<file path="src/rtl/catb_pkg.sv">
// Package for the counter array timebase and control block
package catb_pkg;
  // ----------------------------------------
  // Special function register addresses
  // ----------------------------------------
  localparam logic [7:0] CTRL_ADDR = 8'hD8;
  localparam logic [7:0] MODE_ADDR = 8'hED;
  localparam logic [7:0] PAGE_F = 8'h0F;
  // ----------------------------------------
  // Field positions and masks
  // ----------------------------------------
  localparam int OVF_BIT = 7;
  localparam int RUN_BIT = 6;
  localparam int IDLE_BIT = 7;
  localparam int TB_LSB = 1;
  localparam int OVIE_BIT = 0;
  localparam int NUM_MODULES = 3;
  localparam logic [7:0] CTRL_MASK = 8'hC7;
  localparam logic [7:0] MODE_MASK = 8'h8F;
  localparam logic [7:0] REG_RESET = 8'h00;
  localparam logic [15:0] CNT_RESET = 16'h0000;
  localparam logic [15:0] CNT_MAX = 16'hFFFF;
  // ----------------------------------------
  // Timebase codes and divider figures
  // ----------------------------------------
  typedef enum logic [2:0] {
    TB_DIV12 = 3'b000,
    TB_DIV4 = 3'b001,
    TB_T0OVF = 3'b010,
    TB_EXTIN = 3'b011,
    TB_SYSCLK = 3'b100,
    TB_EXTCLK8 = 3'b101,
    TB_RSVD6 = 3'b110,
    TB_RSVD7 = 3'b111
  } catb_tb_t;
  localparam logic [3:0] DIV12_LAST = 4'hB;
  localparam logic [3:0] DIV4_LAST = 4'h3;
  localparam logic [2:0] EXT_DIV_LAST = 3'h7;
  // ----------------------------------------
  // Special function bus request
  // ----------------------------------------
  typedef struct packed {
    logic wr;
    logic rd;
    logic bit_wr;
    logic [2:0] bit_idx;
    logic bit_val;
    logic [7:0] addr;
    logic [7:0] page;
    logic [7:0] wdata;
  } catb_sfr_req_t;
endpackage

</file>
<file path="src/rtl/catb_timebase_ctrl.sv">
// Counter array main counter, timebase selection and control registers
`timescale 1ns/1ps
// ----------------------------------------
// Overview of operation
// - Overflow flag sets on a wrap from all ones; only software clears it.
// - A set overflow flag with its enable on raises the shared request.
// - Module event flags set on their events; only software clears them.
// - A set module event flag with its enable on raises the shared request.
// - The counter advances only while the run bit is 1, else it holds.
// - With idle suspend set, counter array operation pauses in CPU idle.
// - Codes 000, 001, 010, 100 pick clock/12, clock/4, timer 0, clock.
// - Code 011 counts falling edges of the external count input.
// - Code 101 counts the external oscillator divided by 8, resynchronised.
// - Unused control and mode bits read as zero and ignore writes.
// - The control register sits at 0xD8 on every page, bit addressable.
// - The mode register sits at 0xED on page F only.
// ----------------------------------------
module catb_timebase_ctrl
  import catb_pkg::*;
#(
  parameter int CNT_W = 16
) (
  input wire logic clk_i,
  input wire logic arst_n_i,
  input wire catb_sfr_req_t sfr_i,
  output logic [7:0] sfr_rdata_o,
  output logic sfr_hit_o,
  input wire logic cpu_idle_i,
  input wire logic timer0_ovf_i,
  input wire logic external_count_input_i,
  input wire logic ext_osc_clk_i,
  input wire logic [NUM_MODULES-1:0] module_event_i,
  input wire logic [NUM_MODULES-1:0] module_irq_enable_i,
  output logic [CNT_W-1:0] count_o,
  output logic count_tick_o,
  output logic active_o,
  output logic irq_o
);
  // ----------------------------------------
  // State
  // ----------------------------------------
  logic [7:0] ctrl;
  logic [7:0] mode;
  logic [CNT_W-1:0] count;
  logic [3:0] presc;
  logic [2:0] ext_sh;
  logic [2:0] osc_sh;
  logic [2:0] osc_div;
  logic [7:0] next_ctrl;
  logic [7:0] next_mode;
  logic [CNT_W-1:0] next_count;
  logic [3:0] next_presc;
  logic [2:0] next_ext_sh;
  logic [2:0] next_osc_sh;
  logic [2:0] next_osc_div;
  logic ctrl_sel;
  logic mode_sel;
  logic active;
  logic suspended;
  logic tick;
  logic wrap;
  catb_tb_t tb;

  // ----------------------------------------
  // Decode
  // ----------------------------------------
  assign ctrl_sel = (sfr_i.addr == CTRL_ADDR);
  assign mode_sel = (sfr_i.addr == MODE_ADDR)
    && (sfr_i.page == PAGE_F);
  assign tb = catb_tb_t'(mode[TB_LSB +: 3]);
  // Idle suspend freezes flags and counter alike
  assign suspended = mode[IDLE_BIT] && cpu_idle_i;
  assign active = ctrl[RUN_BIT] && !suspended;

  // ----------------------------------------
  // Timebase
  // ----------------------------------------
  always_comb begin
    next_ext_sh = {ext_sh[1:0], external_count_input_i};
    // External oscillator taken through two flops before any logic sees it
    next_osc_sh = {osc_sh[1:0], ext_osc_clk_i};
    next_presc = presc;
    next_osc_div = osc_div;
    tick = 1'b0;
    if (active) begin
      case (tb)
        TB_DIV12: begin
          tick = (presc == DIV12_LAST);
          next_presc = tick ? 4'h0 : presc + 4'h1;
        end
        TB_DIV4: begin
          tick = (presc >= DIV4_LAST);
          next_presc = tick ? 4'h0 : presc + 4'h1;
        end
        TB_T0OVF: tick = timer0_ovf_i;
        // Rate limit on the input is the source's duty; no filter here
        TB_EXTIN: tick = ext_sh[2] && !ext_sh[1];
        TB_SYSCLK: tick = 1'b1;
        TB_EXTCLK8: begin
          // Eighth rising edge of the resynchronised oscillator
          if (osc_sh[1] && !osc_sh[2]) begin
            tick = (osc_div == EXT_DIV_LAST);
            next_osc_div = osc_div + 3'h1;
          end
        end
        default: tick = 1'b0;
      endcase
    end
  end

  // ----------------------------------------
  // Counter and registers
  // ----------------------------------------
  always_comb begin
    wrap = tick && (count == CNT_MAX);
    next_count = tick ? count + 1'b1 : count;
    next_ctrl = ctrl;
    next_mode = mode;
    if (sfr_i.wr && ctrl_sel) begin
      next_ctrl = sfr_i.wdata & CTRL_MASK;
    end else if (sfr_i.bit_wr && ctrl_sel) begin
      next_ctrl[sfr_i.bit_idx] = sfr_i.bit_val;
      next_ctrl = next_ctrl & CTRL_MASK;
    end
    if (sfr_i.wr && mode_sel) begin
      next_mode = sfr_i.wdata & MODE_MASK;
    end
    // Hardware set wins over a software clear in the same cycle
    if (wrap) begin
      next_ctrl[OVF_BIT] = 1'b1;
    end
    if (!suspended) begin
      next_ctrl[NUM_MODULES-1:0] = next_ctrl[NUM_MODULES-1:0]
        | module_event_i;
    end
  end

  always_ff @(posedge clk_i or negedge arst_n_i) begin
    if (!arst_n_i) begin
      ctrl <= REG_RESET;
      mode <= REG_RESET;
      count <= CNT_RESET;
      presc <= 4'h0;
      ext_sh <= 3'h7;
      osc_sh <= 3'h0;
      osc_div <= 3'h0;
    end else begin
      ctrl <= next_ctrl;
      mode <= next_mode;
      count <= next_count;
      presc <= next_presc;
      ext_sh <= next_ext_sh;
      osc_sh <= next_osc_sh;
      osc_div <= next_osc_div;
    end
  end

  // ----------------------------------------
  // Outputs
  // ----------------------------------------
  always_comb begin
    sfr_rdata_o = 8'h00;
    if (ctrl_sel) begin
      sfr_rdata_o = ctrl & CTRL_MASK;
    end else if (mode_sel) begin
      sfr_rdata_o = mode & MODE_MASK;
    end
  end
  assign sfr_hit_o = ctrl_sel || mode_sel;
  assign count_o = count;
  assign count_tick_o = tick;
  assign active_o = active;
  assign irq_o = (ctrl[OVF_BIT] && mode[OVIE_BIT])
    || |(ctrl[NUM_MODULES-1:0] & module_irq_enable_i);
endmodule
</file>
<file path="config.mk">
export PLATFORM = sky130hd
export DESIGN_NAME = catb_timebase_ctrl
export DESIGN_NICKNAME = d
export VERILOG_FILES = /design/src/rtl/catb_pkg.sv /design/src/rtl/catb_timebase_ctrl.sv
export SDC_FILE = /design/constraint.sdc
export NUM_CORES = 1
export LEC_CHECK = 0
export BUFFER_PORTS_ARGS = -buffer_cell sky130_fd_sc_hd__buf_2
export CAP_MARGIN = 20
export CORE_MARGIN = 5
export CORE_UTILIZATION = 50
export DETAILED_ROUTE_END_ITERATION = 8
export GPL_ROUTABILITY_DRIVEN = 1
export PLACE_DENSITY = 0.77
export SLEW_MARGIN = 15
export SYNTH_ARGS = -nofsm -noshare
export SYNTH_HDL_FRONTEND = slang
export SYNTH_SLANG_ARGS = --single-unit
</file>
<file path="constraint.sdc">
create_clock -name clk_i -period 2.2 [get_ports clk_i]
set_input_delay 0.22 -clock clk_i [delete_from_list [all_inputs] [get_ports clk_i]]
set_output_delay 0.22 -clock clk_i [all_outputs]
set_load 0.05 [all_outputs]
</file>
==> impl_metrics.py <==
metrics = {
    "synth": {
        "yosysSeqAreaShare_pct": 47.0,
        "synth.area.top_cells": "dfrtp_1 (43%), xnor2_1 (6.3%), dfstp_2 (3.8%)",
        "postSynthAreaPerCell_um2": 10.9,
        "syn-cell-area_um2": 2090,
        "synth_edf_count": 0,
        "ys_types": 50,
        "yosys_warnings": 0,
        "yosysTopAreaCell": "dfrtp_1",
        "async_reset_ff_share_pct": 100,
        "syn_inst": 192,
        "synthFlopType": "dfrtp_1",
        "synth_top_area_share_pct": 43.2,
        "synth_seq_cells": 39,
    },
    "die": {
        "row_count": 23,
        "initial_core_util_pct": 51.8,
        "core-area_um2": 4030,
        "die_x_um": 74.6,
        "die_h_um": 74.6,
        "die-area_um2": 5560,
        "io_pins": 71,
    },
    "routing": {
        "dr.pass1.iters": 4,
        "drc_errors": 0,
        "wirelength_mm": 4.55,
        "num_vias": 1719,
        "final_antenna_net_count": 0,
        "vias_per_cell": 5.55,
        "drt_iter0_markers": 154,
        "wl_per_cell_um": 14.7,
    },
    "cts": {
        "post_cts_buffers": 0,
        "cts_made_buffers": 5,
        "clkLatencyLatePin_ns": 0.29,
        "cts_tree": "done",
        "cts_resized": 0,
        "cts_sinks": 39,
        "clkTransAtPathRegs_ns": 0.08,
        "ctsHoldBuffers": 0,
        "htree_levels": 2,
        "cts-root-buf": "clkbuf_8",
        "clk_path_buf_depth": 2,
    },
    "global_route": {
        "use_met3_pct": 4.32,
        "use_met2_pct": 30.0,
        "grt_pass1_vias": 1719,
        "antenna_found_initial": 0,
        "use_met1_pct": 23.7,
        "track_usage_pct": 18.1,
        "busiest_layer": "met2",
        "grt_max_degree": 40,
        "grt-ovfl-total": 0,
        "grt_pass1_wl_mm": 7.72,
    },
    "final_layout": {
        "seq_area_um2": 980,
        "mostFrequentLayoutCells": "buf_2 (64), dfrtp_1 (36), xnor2_1 (15), nand2_1 (14), nand3_1 (12)",
        "instances_no_fill": 310,
        "layout_commonest_cell": "buf_2",
        "syn_to_final_growth_pct": 21.4,
        "diodes": 0,
        "finalNetCount": 306,
        "multiInputGateArea_um2": 1050,
        "drive_gt1_share_pct": 38.1,
        "fill_cells": 349,
    },
    "outcome": {
        "status": "complete, no violations",
    },
    "power": {
        "switching_share_pct": 24.3,
        "p_sw_uw": 323,
        "p_per_area_nw_per_um2": 524,
        "power_leakage_uw": 0.00126,
        "clock_power_share_pct": 34.9,
        "ir_drop_v": 0.000557,
        "power_report.internal_total_uw": 1000,
        "p_seq_share_pct": 56.8,
        "comb_power_share_pct": 8.3,
    },
    "sta": {
        "skew_ns": 0.0108,
        "min_period_ns": 2.13,
        "max_freq_ghz": 0.470,
        "setup_violations": 0,
        "slew_violations": 0,
        "finalHoldViolCount": 0,
        "relSlewSlack_pct": 44.8,
        "setup_tns_ns": 0,
        "tightest_slew_ns": 0.828,
        "worst_slack_ns": 0.0713,
        "period_share_pct": 96.8,
        "rsz0062_at_grt": "false",
    },
    "placement": {
        "place_hpwl_mm": 3.56,
        "place_congestion": 0.840,
        "dp_cells": 302,
        "place.port_buffers": 65,
        "dp_slack_ns": 0.290,
    },
    "setup_path": {
        "endpoint_kind": "output port",
        "cp.required_ns": 1.98,
        "startpoint_type": "flop",
        "worstPathArrival_ns": 1.91,
        "worstSetupPathType": "reg -> out",
        "path_max_fanout": 3,
    },
    "flow_run": {
        "cap_violations": 0,
    },
    "hold_path": {
        "hold_class": "in -> async",
    },
}
[state kept, by name, summed over array words and instances (netlist names)]
| signal | flops |
|---|---|
| osc_sh | 3 |
| presc | 4 |
| osc_div | 3 |
| ext_sh | 3 |
| mode | 5 |
| count_o | 16 |
| ctrl | 5 |
[power by group through the flow]
stage	Combinational, uW	Sequential (uW)	Clock [uW]
finish	110	754	464
global route	127	757	507
CTS	110	753	484
detailed placement	110	767	0
global placement	107	765	0
floorplan	50.7	762	0
[final timing paths]
kind,start,to,slack [ns],cells after the start
worst max-delay path,osc_div[0],count_tick_o,0.07,7
worst min-delay path,arst_n_i,ctrl[6],0.02,1
worst max register to register,mode[1],count_o[12],0.36,5
worst min register to register,osc_sh[0],osc_sh[1],0.34,0
max in group asynchronous,arst_n_i,count_o[14],1.64,1
min in group clk_i,external_count_input_i,ext_sh[0],0.03,1
[cell families (layout without fill, tap and decap cells)]
| family | after synthesis | after routing | synth area share [%] |
|---|---|---|---|
| AOI/OAI and AO/OA | 33 | 33 | 11.4 |
| muxes | 11 | 11 | 5.76 |
| DFF | 39 | 39 | 47.0 |
| xor gates and xnor gates | 16 | 16 | 6.72 |
| and+or+nand+nor | 77 | 77 | 23.0 |
| buffers and inverters | 11 | 78 | 3.54 |
| other | 1 | 2 | 0.180 |
| adders and majority gates | 4 | 4 | 2.40 |
[critical path: stages, from the launching register on]
cell and delay (ns):
dfrtp_1 0.40, ha_1 0.20, ha_1 0.18, and4bb_1 0.19, o21ai_1 0.15, a21oi_2 0.05, and2_2 0.23, clkbuf_4 0.21
[metrics by stage]
stage	util [%]	cell area [um^2]	power, uW	hold WS (ns)
final	62.8	2530	1330	0.0240
after global routing	62.8	2530	1390	0.0126
after CTS	62.5	2520	1350	0.0202
after detailed placement	60.4	2430	877	0.326
after global placement	60.4	2430	873	0.326
after floorplan	-	2090	813	-0.0756
[per-layer routing]
layer  vias to the layer above  wire, um
li1                        834         -
met1                       846      1970
met2                        33      2310
met3                         6       209
met4                         0        62
met5                         -         0
[layout make-up]
| type | count | share of cell area [%] |
|---|---|---|
| flip-flops and latches | 39 | 38.7 |
| clock inverters | 2 | 0.494 |
| multi-input cells | 143 | 41.3 |
| clock buffers | 6 | 2.87 |
| repair buffers | 68 | 13.8 |
| well taps | 50 | 2.47 |
| inverters | 2 | 0.297 |
[synth_stat cells, types with 3 or more instances]
library cell	number
nand4_1	11
a22o_1	4
nor4bb_1	3
o21ai_0	8
dfrtp_1	36
nand2_1	14
buf_4	4
a22oi_1	5
xnor2_1	15
ha_1	4
a21oi_1	4
mux2_2	7
mux2i_1	3
nand3_1	12
dfstp_2	3
nor2_1	5
and2_1	7
and3_1	3
(Power assumes the default switching activity.)
